==> config.mk <==
export PLATFORM = sky130hd
export DESIGN_NAME = asram_host
export DESIGN_NICKNAME = d
export VERILOG_FILES = /design/src/asram_pkg.sv /design/src/asram_tmr.sv /design/src/asram_host.sv
export VERILOG_INCLUDE_DIRS = /design/src
export SDC_FILE = /design/constraint.sdc
export NUM_CORES = 1
export LEC_CHECK = 0
export BUFFER_PORTS_ARGS = -buffer_cell sky130_fd_sc_hd__buf_2
export CAP_MARGIN = 10
export CORE_MARGIN = 2
export CORE_UTILIZATION = 42
export CTS_BUF_LIST = sky130_fd_sc_hd__clkbuf_8 sky130_fd_sc_hd__clkbuf_16
export CTS_CLUSTER_SIZE = 8
export DETAILED_ROUTE_END_ITERATION = 7
export PLACE_DENSITY_LB_ADDON = 0.1
export SYNTH_ARGS = -nofsm -noshare
export SYNTH_HDL_FRONTEND = slang
export SYNTH_HIERARCHICAL = 1
export SYNTH_SLANG_ARGS = --single-unit
==> constraint.sdc <==
create_clock -name clk -period 4.9 [get_ports clk]
set_input_delay 0.98 -clock clk [delete_from_list [all_inputs] [get_ports clk]]
set_output_delay 0.98 -clock clk [all_outputs]
set_load 0.05 [all_outputs]
==> src/asram_map.svh <==
// Timing constants and pin-level figures for the async SRAM host controller.
// Assumes a 25 MHz system clock; included by the package and by asram_host.
`ifndef ASRAM_MAP_SVH
`define ASRAM_MAP_SVH
`define ASRAM_CLK_NS 40
`define ASRAM_ADDR_W 17
`define ASRAM_DATA_W 8
`define ASRAM_T_ACCESS_NS 55
`define ASRAM_T_WPULSE_NS 45
`define ASRAM_T_FLOAT_NS 20
`define ASRAM_T_HOLD_NS 0
`define ASRAM_CYC_ACCESS ((`ASRAM_T_ACCESS_NS + `ASRAM_CLK_NS - 1) / `ASRAM_CLK_NS)
`define ASRAM_CYC_WPULSE ((`ASRAM_T_WPULSE_NS + `ASRAM_CLK_NS - 1) / `ASRAM_CLK_NS)
`define ASRAM_CYC_FLOAT ((`ASRAM_T_FLOAT_NS + `ASRAM_CLK_NS - 1) / `ASRAM_CLK_NS)
`define ASRAM_CYC_HOLD 1
`endif

==> src/asram_pkg.sv <==
// Types shared by the async SRAM host controller.
// Assumes asram_map.svh is on the include path.
`include "asram_map.svh"
package asram_pkg;
	typedef struct packed {
		logic [`ASRAM_ADDR_W-1:0] addr;
		logic [`ASRAM_DATA_W-1:0] wdata;
		logic write;
	} asram_req_t;
	typedef struct packed {
		logic cs_low_n;
		logic cs_high;
		logic oe_n;
		logic we_n;
	} asram_ctl_t;
	typedef enum logic [2:0] {
		ASRAM_IDLE,
		ASRAM_RD_WAIT,
		ASRAM_WR_SETUP,
		ASRAM_WR_PULSE,
		ASRAM_WR_HOLD,
		ASRAM_TURN
	} asram_state_t;
endpackage

==> src/asram_tmr.sv <==
// Down-counter giving a one-cycle done pulse after a loaded cycle count.
// Assumes a single clock; load and done are synchronous.
`timescale 1ns/1ns
module asram_tmr #(
	parameter int CW = 4
) (
	input wire logic clk, // System clock
	input wire logic nrst, // Async reset, active low
	input wire logic load, // Start count
	input wire logic [CW-1:0] cycles, // Cycles to wait, at least one
	output logic done // Pulse when count expires
);
	logic [CW-1:0] cnt_q, cnt_d;
	logic run_q, run_d;
	logic done_q, done_d;

	always_comb begin
		cnt_d = cnt_q;
		run_d = run_q;
		done_d = 1'b0;
		if (load) begin
			cnt_d = cycles - CW'(1);
			run_d = 1'b1;
		end else if (run_q) begin
			if (cnt_q == '0) begin
				run_d = 1'b0;
				done_d = 1'b1;
			end else begin
				cnt_d = cnt_q - CW'(1);
			end
		end
	end

	always_ff @(posedge clk or negedge nrst) begin
		if (!nrst) begin
			cnt_q <= '0;
			run_q <= 1'b0;
			done_q <= 1'b0;
		end else begin
			cnt_q <= cnt_d;
			run_q <= run_d;
			done_q <= done_d;
		end
	end

	assign done = done_q;
endmodule

==> src/asram_host.sv <==
// Host controller for a 128K x 8 asynchronous static memory.
// Assumes the memory pins are wired directly; data_io is resolved outside
// from data_out and data_oe_n. Inputs are synchronous to clk.
`timescale 1ns/1ns
`include "asram_map.svh"
module asram_host
	import asram_pkg::*;
#(
	parameter int AW = `ASRAM_ADDR_W,
	parameter int DW = `ASRAM_DATA_W
) (
	input wire logic clk, // System clock, 25 MHz
	input wire logic nrst, // Async reset, active low
	input wire logic req_valid, // User request present
	input wire asram_req_t req, // Address, write data, direction
	output logic req_ready, // Pulses the cycle after a request is taken
	output logic rd_valid, // Read data pulse
	output logic [DW-1:0] rd_data, // Read data
	output logic [AW-1:0] addr_lines, // Memory address
	output asram_ctl_t ctl, // Selects and strobes
	input wire logic [DW-1:0] data_in, // Data pins, input side
	output logic [DW-1:0] data_out, // Data pins, output side
	output logic data_oe_n // Low while host drives data pins
);
	localparam int CW = 4;
	localparam logic [CW-1:0] C_ACC = CW'(`ASRAM_CYC_ACCESS);
	localparam logic [CW-1:0] C_WP = CW'(`ASRAM_CYC_WPULSE);
	localparam logic [CW-1:0] C_FL = CW'(`ASRAM_CYC_FLOAT);
	localparam logic [CW-1:0] C_HD = CW'(`ASRAM_CYC_HOLD);

	asram_state_t st_q, st_d;
	logic [AW-1:0] addr_q, addr_d;
	logic [DW-1:0] wd_q, wd_d, rdat_q, rdat_d;
	logic rdv_q, rdv_d, rdy_q, rdy_d, oen_q, oen_d;
	asram_ctl_t ctl_q, ctl_d;
	logic tmr_load;
	logic [CW-1:0] tmr_cyc;
	logic tmr_done;

	asram_tmr #(.CW(CW)) u_tmr (
		.clk(clk),
		.nrst(nrst),
		.load(tmr_load),
		.cycles(tmr_cyc),
		.done(tmr_done)
	);

	always_comb begin
		st_d = st_q;
		addr_d = addr_q;
		wd_d = wd_q;
		rdat_d = rdat_q;
		rdv_d = 1'b0;
		rdy_d = 1'b0;
		oen_d = oen_q;
		ctl_d = ctl_q;
		tmr_load = 1'b0;
		tmr_cyc = C_ACC;
		unique case (st_q)
			ASRAM_IDLE: begin
				// Deselected while idle so address moves never write
				ctl_d = '{cs_low_n: 1'b1, cs_high: 1'b0, oe_n: 1'b1, we_n: 1'b1};
				if (req_valid && !rdy_q) begin
					rdy_d = 1'b1;
					addr_d = req.addr;
					tmr_load = 1'b1;
					if (req.write) begin
						wd_d = req.wdata;
						// Selects first, strobe later: strobe fall starts the write
						ctl_d = '{cs_low_n: 1'b0, cs_high: 1'b1, oe_n: 1'b1, we_n: 1'b1};
						tmr_cyc = C_FL;
						st_d = ASRAM_WR_SETUP;
					end else begin
						ctl_d = '{cs_low_n: 1'b0, cs_high: 1'b1, oe_n: 1'b0, we_n: 1'b1};
						st_d = ASRAM_RD_WAIT;
					end
				end
			end
			ASRAM_RD_WAIT: begin
				// Sample only after full access time; earlier data may be unknown
				if (tmr_done) begin
					rdat_d = data_in;
					rdv_d = 1'b1;
					ctl_d.oe_n = 1'b1;
					tmr_load = 1'b1;
					tmr_cyc = C_FL;
					st_d = ASRAM_TURN;
				end
			end
			ASRAM_WR_SETUP: begin
				if (tmr_done) begin
					ctl_d.we_n = 1'b0;
					oen_d = 1'b0;
					tmr_load = 1'b1;
					tmr_cyc = C_WP;
					st_d = ASRAM_WR_PULSE;
				end
			end
			ASRAM_WR_PULSE: begin
				if (tmr_done) begin
					ctl_d.we_n = 1'b1;
					tmr_load = 1'b1;
					tmr_cyc = C_HD;
					st_d = ASRAM_WR_HOLD;
				end
			end
			ASRAM_WR_HOLD: begin
				if (tmr_done) begin
					oen_d = 1'b1;
					ctl_d = '{cs_low_n: 1'b1, cs_high: 1'b0, oe_n: 1'b1, we_n: 1'b1};
					st_d = ASRAM_IDLE;
				end
			end
			ASRAM_TURN: begin
				// Let the device release the bus before any host drive
				if (tmr_done) begin
					ctl_d = '{cs_low_n: 1'b1, cs_high: 1'b0, oe_n: 1'b1, we_n: 1'b1};
					st_d = ASRAM_IDLE;
				end
			end
		endcase
	end

	always_ff @(posedge clk or negedge nrst) begin
		if (!nrst) begin
			st_q <= ASRAM_IDLE;
			addr_q <= '0;
			wd_q <= '0;
			rdat_q <= '0;
			rdv_q <= 1'b0;
			rdy_q <= 1'b0;
			oen_q <= 1'b1;
			ctl_q <= '{cs_low_n: 1'b1, cs_high: 1'b0, oe_n: 1'b1, we_n: 1'b1};
		end else begin
			st_q <= st_d;
			addr_q <= addr_d;
			wd_q <= wd_d;
			rdat_q <= rdat_d;
			rdv_q <= rdv_d;
			rdy_q <= rdy_d;
			oen_q <= oen_d;
			ctl_q <= ctl_d;
		end
	end

	assign req_ready = rdy_q;
	assign rd_valid = rdv_q;
	assign rd_data = rdat_q;
	assign addr_lines = addr_q;
	assign ctl = ctl_q;
	assign data_out = wd_q;
	assign data_oe_n = oen_q;
endmodule

# Yosys cells after proc, flatten, opt, wreduce, memory -nomap -nowiden
# Index checks and enable logic that the tools add are counted.
[op_classes] n_addsub=2 eq_ne=12 n_mux=34 n_reduce_logical=21
[ops] operator="2-to-1 mux 4 bit" n=5
[ops] operator="2-to-1 mux 3 bit" n=5
[ops] operator="one-hot mux 3 bit (5 select lines)" n=1
[ops] operator="2-to-1 mux 1 bit" n=12
[ops] operator="2-to-1 mux 2 bit" n=5
[ops] operator="inequality test 2 x 1 -> 1 bit, second input constant" n=5
[ops] operator="AND reduction 3 bit" n=3
[ops] operator="one-hot mux 4 bit (2 select lines)" n=1
[ops] operator="AND reduction 2 bit" n=4
[ops] operator="subtractor 4 x 1 -> 4 bit, second input constant" n=2
[ops] operator="equality test 3 x 2 -> 1 bit, second input constant" n=2
[ops] operator="equality test 3 bit, second input constant" n=2
[ops] operator="nonzero test 2 bit" n=3
[ops] operator="AND reduction 5 bit" n=1
[ops] operator="logical NOT 4 bit" n=1
[ops] operator="inequality test 2 bit, second input constant" n=2
[ops] operator="one-hot mux 1 bit (2 select lines)" n=2
[ops] operator="one-hot mux 1 bit (4 select lines)" n=1
[ops] operator="one-hot mux 2 bit (2 select lines)" n=1
[ops] operator="AND reduction 4 bit" n=1
[ops] operator="nonzero test 4 bit" n=1
[ops] operator="OR reduction 2 bit" n=2
[ops] operator="equality test 3 x 1 -> 1 bit, second input constant" n=1
[ops] operator="logical NOT 3 bit" n=1
[ops] operator="5 further kinds" n=5
[totals] register_bits=49 inputBits=37 output_inout_bits=40 word_cells=83

# Depth between registers and ports, before layout
# Gate-level depths: netlist (run 1).
[depth] depth_word=6 mapped_depth=9 mapped_depth_nobuf=8

# By module
# The synthesis (run 1) kept the hierarchy.
[modules_own_cells] mod="asram_host" instances=1 cells_per_inst=128 area_each_um2=1831.8 seq_area_each_um2=1081.0
[modules_own_cells] mod="asram_tmr" instances=1 cells_per_inst=32 area_each_um2=320.3 seq_area_each_um2=150.1

# Worst setup path after synthesis (run 1)
# No wires, ideal clock.
[synth_timing] path_type="in2reg" from="input req_valid" to="register u_tmr.cnt_q[2]" setup_ns=0.068 arrival_time_ns=2.328 path_slack_ns=2.504 path_stages=9 n_path_buf=1 path_cell_list="and2b_1 and3_1 buf_6 nand2b_1 mux2i_1 ha_1 xor2_1 nand2_1 nand3_1"
[synth_via] elab_chain_len=5 elab_cells_between_ends=10 cone_classes="add/sub (1); eq/ne (1); mux (5); reduce/logical (3)"
[synth_lines] item="from (decl)" line="asram_host.sv:14" rtl="input wire logic req_valid,"
[synth_lines] item="logical AND 1 bit" line="asram_host.sv:63" rtl="if (req_valid && !rdy_q) begin"
[synth_lines] item="2-to-1 mux 2 bit" line="asram_host.sv:63"
[synth_lines] item="one-hot mux 4 bit (2 select lines)" line="asram_host.sv:59" rtl="unique case (st_q)"
[synth_lines] item="net tmr_cyc[0]" line="asram_host.sv:37" rtl="logic [CW-1:0] tmr_cyc;"
[synth_lines] item="subtractor 4 x 1 -> 4 bit" line="asram_tmr.sv:22" rtl="cnt_d = cycles - CW'(1);"
[synth_lines] item="2-to-1 mux 4 bit" line="asram_tmr.sv:21" rtl="if (load) begin"
[synth_lines] item="to (signal assigned)" line="asram_tmr.sv:40" rtl="cnt_q <= cnt_d;"
[synth_lines] item="to (decl)" line="asram_tmr.sv:13" rtl="logic [CW-1:0] cnt_q, cnt_d;"
# The timed path passes the listed nets, and every way through them passes these cells.
# A chain may end at the register's enable or synchronous reset.

# Final worst setup path (run 1)
[layout_timing] from="input req_valid" to="register u_tmr.cnt_q[2]"
[layout_via] elab_chain_len=5 elab_cells_between_ends=10 cone_classes="add/sub (1); eq/ne (1); mux (5); reduce/logical (3)"
[layout_lines] item="logical AND 1 bit *" line="asram_host.sv:63"
[layout_lines] item="2-to-1 mux 1 bit *" line="asram_host.sv:63"
[layout_lines] item="one-hot mux 1 bit (2 select lines) *" line="asram_host.sv:59"
[layout_lines] item="net tmr_load" line="asram_host.sv:36" rtl="logic tmr_load;"
[layout_lines] item="inequality test 2 bit (no line) or nonzero test 2 bit (tied branches)"
[layout_lines] item="AND reduction 2 bit (no line)"
# The timed path passes the listed nets; every way through them passes the cells marked *.

==> results.py, run 1 <==
metrics = {
    "layout": {
        "final_nets": 278,
        "layout-drive-gt1-share_pct": 52.70,
        "regArea_sq_um": 1231,
        "syn_to_final_growth_pct": 24.36,
        "multi_input_area_sq_um": 864.6,
        "diodes": 0,
        "fillers": 469,
    },
    "synthesis": {
        "ys_top_cells_by_area": "dfrtp_1 52%, mux2_4 11%, mux2_2 8.9%",
        "synth_flop_cell": "dfrtp_1",
        "synth_top_area_cell": "dfrtp_1",
        "netlist_area_sq_um": 2152,
        "syn_area_per_cell_sq_um": 13.45,
        "ys_seq_elements": 49,
        "seq_area_frac_synth_pct": 57.21,
        "ys_types": 39,
        "yosysWarningCount": 6,
        "synth_top_cell_area_share_pct": 52.33,
        "synthCells": 160,
        "synth_edf_count": 0,
        "async_flop_share_pct": 100.0,
    },
    "sta": {
        "rsz0062_at_grt": "false",
        "layout_min_cycle_time_ns": 2.649,
        "drv_slew": 0,
        "setup_viol": 0,
        "relSlewSlack_pct": 50.02,
        "period_share_pct": 54.07,
        "hold_violations": 0,
        "tns_ns": 0,
        "clock_skew_ns": 0.007662,
        "max_freq_ghz": 0.3775,
        "worst_pin_slew_ns": 0.7470,
    },
    "grt": {
        "grt_overflow": 0,
        "grt_pass1_wl_microns": 5844,
        "track_usage_pct": 13.51,
        "grt_start_max_net_pins": 50,
        "antenna_found_initial": 0,
        "grt_pass1_vias": 1279,
    },
    "place": {
        "place.gp.congestion": 0.7185,
        "post-dp-hpwl_microns": 2675,
        "io_buffer_count": 76,
    },
    "setup_path": {
        "crit_type": "primary input to register",
        "critical_path.max_fanout": 10,
        "cp_data_arrival_time_ns": 2.88,
        "worstPathRequired_ns": 5.13,
        "crit_path_end_kind": "register",
        "worstSetupStartpointType": "primary input",
    },
    "clock_network": {
        "cts_tree": "yes",
        "cts.sink_count": 49,
        "root_buffer": "clkbuf_8",
        "cts_resized": 0,
        "clk_path_buf_depth": 2,
        "htreeDepth": 2,
        "cts.hold.buffers_added": 0,
        "clk_pin_slew_worst_paths_ns": 0.08,
        "clock_latency_ns": 0.29,
        "cts_made_buffers": 5,
        "postCtsSetupBuffers": 0,
    },
    "floorplanning": {
        "core_area_sq_um": 5010,
        "start_util_pct": 42.96,
        "fp.dieH_microns": 75.58,
        "rows": 26,
        "die_area_sq_um": 5712,
        "die_w_microns": 75.58,
        "num_io_pins": 77,
    },
    "min_path": {
        "hold_class": "register to register",
    },
    "route": {
        "first_iter_violations": 31,
        "ant_nets": 0,
        "vias": 1452,
        "drc": 0,
        "wire_per_inst_microns": 12.18,
        "firstDrtPassIters": 3,
        "vias_per_cell": 4.669,
        "wl_microns": 3788,
    },
    "run": {
        "max_cap_viol_count": 0,
    },
    "outcome": {
        "outcome": "completed",
    },
}
-- synthesized netlist by cell type (3+ instances only) --
library cell  instances
mux2_4               16
o21ai_0               5
mux2_2               17
nor2_1                8
nand2_1               9
dfstp_2               4
a21oi_1               7
dfrtp_1              45
buf_2                 3
mux2i_1               4
inv_1                 6
-- routing by layer --
metal  routed length (microns)  up-vias  share of wire [%]  GRT usage [%]
met2                      1632       46                 43          20.39
met3                       224        4                5.9          4.233
li1                          -      717                  -              -
met1                      1901      685                 50          18.55
met5                         0        -                  0              0
met4                        29        0               0.77          4.678
-- cell families after synthesis --
logic type | share of synthesized area (%)
AO/OA/AOI/OAI | 6.628
adder cells (fa/ha/maj) | 0.5813
multiplexers | 21.92
AND/OR/NAND/NOR | 9.709
other | 0.1743
XOR/XNOR | 0.8141
buffers and inverters | 2.965
flip-flops | 57.21
-- area by class of cell --
class / instances / share of cell area, %
Tap cell: 70 / 3.273
Timing Repair Buffer: 77 / 14.49
Clock inverter: 3 / 0.5143
Clock buffer: 5 / 2.571
Inverter: 6 / 0.8415
Sequential cell: 49 / 46.00
Multi-Input combinational cell: 101 / 32.30
-- cells in the final DEF (no fill, tap or decap), types with 2 or more instances in the layout --
| cell type | instances |
|---|---|
| a21oi_1 | 7 |
| nand3b_1 | 2 |
| buf_2 | 76 |
| inv_1 | 7 |
| o21ai_0 | 5 |
| clkbuf_8 | 5 |
| o22a_1 | 2 |
| nand2_1 | 9 |
| mux2i_1 | 4 |
| dfrtp_1 | 45 |
| o21ai_1 | 2 |
| nor2_1 | 8 |
| conb_1 | 3 |
| mux2_2 | 17 |
| mux2_4 | 16 |
| nand3_1 | 2 |
| clkinv_2 | 2 |
| o21bai_1 | 2 |
| nor2b_1 | 2 |
| dfstp_2 | 4 |
| and3_1 | 2 |
-- final timing paths --
kind | slack, ns | from | end | cells past startpoint
setup / recovery | 2.25 | req_valid | u_tmr/cnt_q[2] | 9
hold / removal | 0.48 | data_oe_n | data_oe_n | 2
setup reg to reg | 2.41 | st_q[1] | u_tmr/cnt_q[2] | 8
hold reg to reg | 0.48 | data_oe_n | data_oe_n | 2
max in group asynchronous | 3.71 | nrst | addr_lines[1] | 2
min in group asynchronous | 0.78 | nrst | data_out[5] | 2
-- critical path, cell delays in order --
cell and delay (ns):
buf_2 0.07, and2b_1 0.25, mux2i_1 0.11, nor2_1 0.58
mux2i_1 0.31, ha_1 0.25, xor2_1 0.15, nand2_1 0.06
nand3_1 0.11
-- metrics by stage --
stage               worst slack, ns  hold slack [ns]  cell area (sq um)  instances  util (%)
finish                        2.251           0.4774               2676        311     53.42
global placement              1.992           0.4638               2594        303     51.77
floorplan                     2.504           0.4383               2160        162         -
global route                  2.081           0.4984               2676        311     53.42
CTS                           2.259           0.4808               2676        311     53.42
detailed placement            1.951           0.4659               2594        303     51.77
-- registers in the layout (all words and copies together) (netlist names) --
| signal | flops |
|---|---|
| addr_lines | 17 |
| ctl | 4 |
| data_oe_n | 1 |
| data_out | 8 |
| rd_data | 8 |
| rd_valid | 1 |
| req_ready | 1 |
| st_q | 3 |
| u_tmr/cnt_q | 4 |
| u_tmr/done | 1 |
| u_tmr/run_q | 1 |
Power of run 1 is left out: the tool's default activity adds up to more than one toggle a clock period on the data nets, which glitch-free logic cannot reach.
==> inputs of run 2 (changes only) <==
--- a/config.mk
+++ b/config.mk
@@ -6,6 +6,7 @@
 export SDC_FILE = /design/constraint.sdc
 export NUM_CORES = 1
 export LEC_CHECK = 0
+export ABC_AREA = 1
 export BUFFER_PORTS_ARGS = -buffer_cell sky130_fd_sc_hd__buf_2
 export CAP_MARGIN = 10
 export CORE_MARGIN = 2
==> constraint.sdc (replaced) <==
create_clock -name clk -period 2.8 [get_ports clk]
set_input_delay 0.56 -clock clk [delete_from_list [all_inputs] [get_ports clk]]
set_output_delay 0.56 -clock clk [all_outputs]
set_load 0.05 [all_outputs]
==> run 2 against run 1 <==
Clock skew fell by 0.0032 ns. Utilization rose by 0.40 points. Non-clock buffer count rose by 2. Synthesized cell count rose by 61%. Hold slack got worse by 0.23 ns. Sequential share of layout area fell by 0.64 points. Critical path type is now register to register. Highest routed layer unchanged.
==> results.py, run 2 <==
metrics = {
    "grt": {
        "grt_pass1_vias": 1593,
        "track_usage_pct": 17.19,
        "grt_start_max_net_pins": 27,
        "grt_pass1_wl_microns": 7403,
        "antenna_found_initial": 0,
        "grt_overflow": 0,
    },
    "clock_network": {
        "clock_latency_ns": 0.30,
        "cts_made_buffers": 5,
        "root_buffer": "clkbuf_8",
        "postCtsSetupBuffers": 0,
        "clk_pin_slew_worst_paths_ns": 0.09,
        "cts_resized": 0,
        "cts.sink_count": 49,
        "clk_path_buf_depth": 2,
        "cts.hold.buffers_added": 0,
        "cts_tree": "yes",
        "htreeDepth": 2,
    },
    "setup_path": {
        "worstPathRequired_ns": 3.03,
        "r2r_cells": 11,
        "crit_type": "register to register",
        "crit_path_end_kind": "register",
        "cp_data_arrival_time_ns": 2.42,
        "ff2ff_setup_slack_ns": 0.60,
        "r2r_start": "st_q[0]",
        "critical_path.max_fanout": 20,
        "worstSetupStartpointType": "register",
        "r2r-end": "u_tmr/cnt_q[2]",
    },
    "sta": {
        "hold_violations": 0,
        "setup_ws_ns": 0.6042,
        "max_freq_ghz": 0.4554,
        "period_share_pct": 78.42,
        "rsz0062_at_grt": "false",
        "relSlewSlack_pct": 53.88,
        "worst_pin_slew_ns": 0.6860,
        "layout_min_cycle_time_ns": 2.196,
        "tns_ns": 0,
        "clock_skew_ns": 0.004444,
        "setup_viol": 0,
        "drv_slew": 0,
    },
    "layout": {
        "final_cell_count_no_fill": 410,
        "diodes": 0,
        "largest_register_ffs": 17,
        "syn_to_final_growth_pct": 25.01,
        "fillers": 503,
        "layout_common_cells": "124 x nand2_1, 76 x buf_2, 45 x dfrtp_1, 19 x nand3_1, 18 x inv_1",
        "layout-drive-gt1-share_pct": 31.18,
        "final_nets": 377,
        "final_common_cell": "nand2_1",
    },
    "route": {
        "dr_wl_met3_microns": 251,
        "wl_met1_microns": 2085,
        "wl_microns": 4512,
        "drc": 0,
        "vias_per_cell": 4.359,
        "first_iter_violations": 103,
        "highest_layer": "met4",
        "wl_met2_microns": 2114,
        "wire_per_inst_microns": 11.00,
        "vias": 1787,
        "firstDrtPassIters": 4,
        "ant_nets": 0,
    },
    "synthesis": {
        "synthCells": 257,
        "seq_area_frac_synth_pct": 56.71,
        "synth_flop_cell": "dfrtp_1",
        "synth_top_area_cell": "dfrtp_1",
        "ys_top_cells_by_area": "dfrtp_1 52%, nand2_1 21%, dfstp_2 4.8%",
        "async_flop_share_pct": 100.0,
        "synth_edf_count": 0,
        "synth_top_cell_area_share_pct": 51.87,
        "syn_area_per_cell_sq_um": 8.447,
        "synth_most_common_cell": "nand2_1",
        "yosysWarningCount": 6,
        "netlist_area_sq_um": 2171,
        "ys_types": 27,
        "yosys-top-cells-count": "124 x nand2_1, 45 x dfrtp_1, 19 x nand3_1",
        "ys_seq_elements": 49,
    },
    "floorplanning": {
        "fp.dieH_microns": 75.90,
        "start_util_pct": 43.05,
        "die_w_microns": 75.90,
        "num_io_pins": 77,
        "rows": 26,
        "die_area_sq_um": 5760,
        "core_area_sq_um": 5042,
    },
    "power_and_ir_drop": {
        "p_per_area_nw_per_um2": 1423,
        "peakVddDrop_mv": 0.6180,
        "leakage_nw": 1.563,
    },
    "min_path": {
        "hold_class": "primary input to asynchronous set/reset pin",
    },
    "place": {
        "place.gp.congestion": 0.8752,
        "pre_cts_ws_ns": 0.4835,
        "post-dp-hpwl_microns": 3429,
        "io_buffer_count": 76,
        "post-place-cells": 402,
    },
    "run": {
        "max_cap_viol_count": 0,
    },
    "outcome": {
        "outcome": "completed",
    },
}
-- run 2: changes by cell type after synthesis, moves of 5 or more --
cell,before,now
nand2_2,0,5
a21oi_1,7,1
nand2_1,9,124
nand3_1,2,19
inv_1,6,18
mux2_2,17,0
mux2_4,16,0
-- run 2: cells by family after synthesis --
group / Yosys count / share of synthesized area (%)
xor gates and xnor gates: 1 / 0.4035
buffers and inverters: 29 / 6.973
and+or+nand+nor: 163 / 31.70
DFF: 49 / 56.71
AOI/OAI and AO/OA: 13 / 3.458
other: 1 / 0.1727
adders and majority gates: 1 / 0.5763
-- run 2: worst max-delay path by stage --
stage | start | to | slack (ns) | cells past startpoint
global route | st_q[0] | u_tmr/cnt_q[2] | 0.42 | 11
floorplan | req_ready | u_tmr/cnt_q[2] | 0.65 | 12
detailed placement | req_valid | u_tmr/cnt_q[2] | 0.48 | 11
finish | st_q[0] | u_tmr/cnt_q[2] | 0.60 | 11
CTS | st_q[0] | u_tmr/cnt_q[2] | 0.60 | 11
global placement | req_valid | u_tmr/cnt_q[2] | 0.52 | 11
-- run 2: worst max-delay path: stages (launching register included) --
cell and delay [ns]:
dfrtp_1 0.46, nor2_4 0.18, nand2_4 0.08, nor2_8 0.22, inv_4 0.14, o31ai_1 0.21
inv_2 0.15, nand2_1 0.09, nand2_1 0.09, ha_1 0.22, xor2_1 0.15, o21ai_1 0.12
-- run 2: routing by layer --
| layer | global-route usage [%] | up-vias |
|---|---|---|
| met3 | 4.762 | 6 |
| li1 | - | 946 |
| met1 | 24.51 | 784 |
| met2 | 25.57 | 51 |
| met5 | 0 | - |
| met4 | 5.263 | 0 |
-- run 2: per-stage QoR --
step	instance area [sq um]	hold slack, ns	utilization, %	power, mW
final	2714	0.2498	53.82	3.861
after global routing	2714	0.2849	53.82	4.186
after global placement	2609	0.4542	51.74	3.427
after floorplan	2175	0.2644	-	2.983
after CTS	2714	0.2638	53.82	3.910
after detailed placement	2609	0.4587	51.74	3.439
-- run 2: layout make-up --
cell class	instances	area, sq um	share of cell area [%]
repair buffers	79	402.9	14.85
well taps	70	87.58	3.227
clock inverters	1	8.758	0.3227
clock buffers	7	96.34	3.550
flip-flops and latches	49	1231	45.37
inverters	24	95.09	3.504
multi-input cells	180	792.0	29.18
-- run 2: where the power goes --
group,switching [mW],total (mW),internal [mW]
sequential,0.187,1.23,1.04
clock,0.230,0.458,0.228
combinational,1.64,2.17,0.531
total,2.06,3.86,1.80
No activity file was read; power rests on OpenSTA's default activity.
==> inputs of run 3 (changes only) <==
--- a/config.mk
+++ b/config.mk
@@ -6,7 +6,7 @@
 export SDC_FILE = /design/constraint.sdc
 export NUM_CORES = 1
 export LEC_CHECK = 0
-export ABC_AREA = 1
+export ABC_AREA = 0
 export BUFFER_PORTS_ARGS = -buffer_cell sky130_fd_sc_hd__buf_2
 export CAP_MARGIN = 10
 export CORE_MARGIN = 2
==> constraint.sdc (replaced) <==
create_clock -name clk -period 1.9 [get_ports clk]
set_input_delay 0.38 -clock clk [delete_from_list [all_inputs] [get_ports clk]]
set_output_delay 0.38 -clock clk [all_outputs]
set_load 0.05 [all_outputs]
==> run 3 against run 2 <==
Non-clock buffer count increased by 7. Worst setup slack got worse by 0.53 ns. Sequential share of layout area decreased by 1.4 points. Utilization increased by 2.1 points. Register-to-register slack got worse by 0.53 ns. Sequential power increased by 50%. Largest power group unchanged.
==> results.py, run 3 (synthesized netlist as in run 1, its figures left out) <==
metrics = {
    "clock_network": {
        "cts_made_buffers": 5,
        "cts.hold.buffers_added": 0,
        "cts.sink_count": 49,
        "root_buffer": "clkbuf_8",
        "clock_latency_ns": 0.29,
        "clk_pin_slew_worst_paths_ns": 0.09,
        "clk_path_buf_depth": 2,
        "htreeDepth": 2,
        "cts_tree": "yes",
    },
    "floorplanning": {
        "start_util_pct": 42.96,
        "core_area_sq_um": 5010,
        "rows": 26,
        "die_w_microns": 75.58,
        "num_io_pins": 77,
        "die_area_sq_um": 5712,
        "fp.dieH_microns": 75.58,
    },
    "run": {
        "max_cap_viol_count": 0,
    },
    "sta": {
        "setup_ws_ns": 0.07852,
        "max_freq_ghz": 0.5490,
        "layout_min_cycle_time_ns": 1.821,
        "clock_skew_ns": 0.009536,
        "period_share_pct": 95.87,
        "drv_slew": 0,
        "hold_violations": 0,
        "setup_viol": 0,
    },
    "layout": {
        "final_cell_count_no_fill": 320,
        "final_nets": 287,
        "final_util_pct": 55.92,
        "final_common_cell": "buf_2",
        "diodes": 0,
        "syn_to_final_growth_pct": 30.17,
        "largest_register_ffs": 17,
        "layout-drive-gt1-share_pct": 56.80,
        "layout_common_cells": "76 x buf_2, 44 x dfrtp_1, 17 x mux2_2, 16 x mux2_4",
        "fillers": 443,
    },
    "setup_path": {
        "worstPathCellList": "buf_4 -> nor3_4 -> and3_4 -> nand2b_4 -> mux2i_1 -> ha_2 -> xor2_1 -> nand2_1 -> nand3_1",
        "critPathMaxStageDelay_ns": 0.43,
        "crit_type": "register to register",
        "cp_data_arrival_time_ns": 2.00,
        "crit_slowest_cell": "dfrtp_1",
        "crit_path_end_kind": "register",
        "ff2ff_setup_slack_ns": 0.08,
        "critical_path.max_fanout": 5,
        "worstPathRequired_ns": 2.08,
        "worstSetupStartpointType": "register",
    },
    "grt": {
        "track_usage_pct": 14.93,
        "antenna_found_initial": 0,
        "grt_start_max_net_pins": 50,
        "grt_overflow": 0,
        "grt_pass1_wl_microns": 6403,
        "grt_pass1_vias": 1390,
    },
    "power_and_ir_drop": {
        "leakage_nw": 1.427,
        "peakVddDrop_mv": 0.9498,
        "p_per_area_nw_per_um2": 2026,
    },
    "place": {
        "post-dp-hpwl_microns": 2995,
        "post-place-cells": 311,
        "io_buffer_count": 76,
        "pre_cts_ws_ns": 0.03245,
        "place.gp.congestion": 0.7750,
    },
    "min_path": {
        "hold_class": "primary input to asynchronous set/reset pin",
    },
    "route": {
        "wire_per_inst_microns": 12.98,
        "vias": 1530,
        "ant_nets": 0,
        "firstDrtPassIters": 7,
        "first_iter_violations": 73,
        "vias_per_cell": 4.781,
        "drc": 0,
        "wl_microns": 4155,
    },
    "outcome": {
        "outcome": "completed",
    },
}
## run 3: what timing repair did
action                                  in CTS  in global routing
buffers inserted                             0                  1
resized for setup                            0                  1
endpoints found under the setup margin       0                  2
## run 3: path summary, 6_finish.rpt
kind | from | to | cells past startpoint
worst max-delay path | st_q[0] | u_tmr/cnt_q[2] | 9
worst min-delay path | nrst | rd_valid | 2
worst max register to register | st_q[0] | u_tmr/cnt_q[2] | 9
worst min register to register | data_oe_n | data_oe_n | 2
max in group asynchronous | nrst | ctl[1] | 2
min in group clk | data_in[1] | rd_data[1] | 2
## run 3: per-stage QoR
step	setup TNS (ns)	power (mW)	hold WS [ns]	cell area, sq um
after global placement	0	4.935	0.3894	2684
after detailed placement	0	4.982	0.3890	2684
final	0	5.675	0.06419	2801
after floorplan	-0.003480	4.260	0.08441	2183
after global routing	-0.01344	6.007	0.07146	2801
after CTS	0	5.717	0.06575	2791
## run 3: cell type report
class	count	area, sq um	area share [%]
repair buffers	86	467.9	16.70
clock inverters	3	38.79	1.385
inverters	6	22.52	0.8039
clock buffers	5	68.82	2.456
flip-flops and latches	49	1232	43.99
well taps	70	87.58	3.126
multi-input cells	101	883.3	31.53
## run 3: power by group
group	total [mW]	switching, mW	internal [mW]
sequential	1.85	0.296	1.55
clock	0.708	0.323	0.385
combinational	3.12	2.10	1.02
## run 3: layer usage
layer	vias up	wire (microns)	track usage, %
met3	10	216	4.101
met4	0	80	5.458
met1	736	1983	20.02
li1	731	-	-
met2	53	1876	23.38
met5	-	0	0
## run 3: worst max-delay path, delay by kind of cell (launching register included)
family	cells	cell delay [ns]
mux	1	0.10
buf+inv	1	0.17
fa+ha+maj	1	0.22
simple gates	5	0.64
flops	1	0.43
xor+xnor	1	0.15
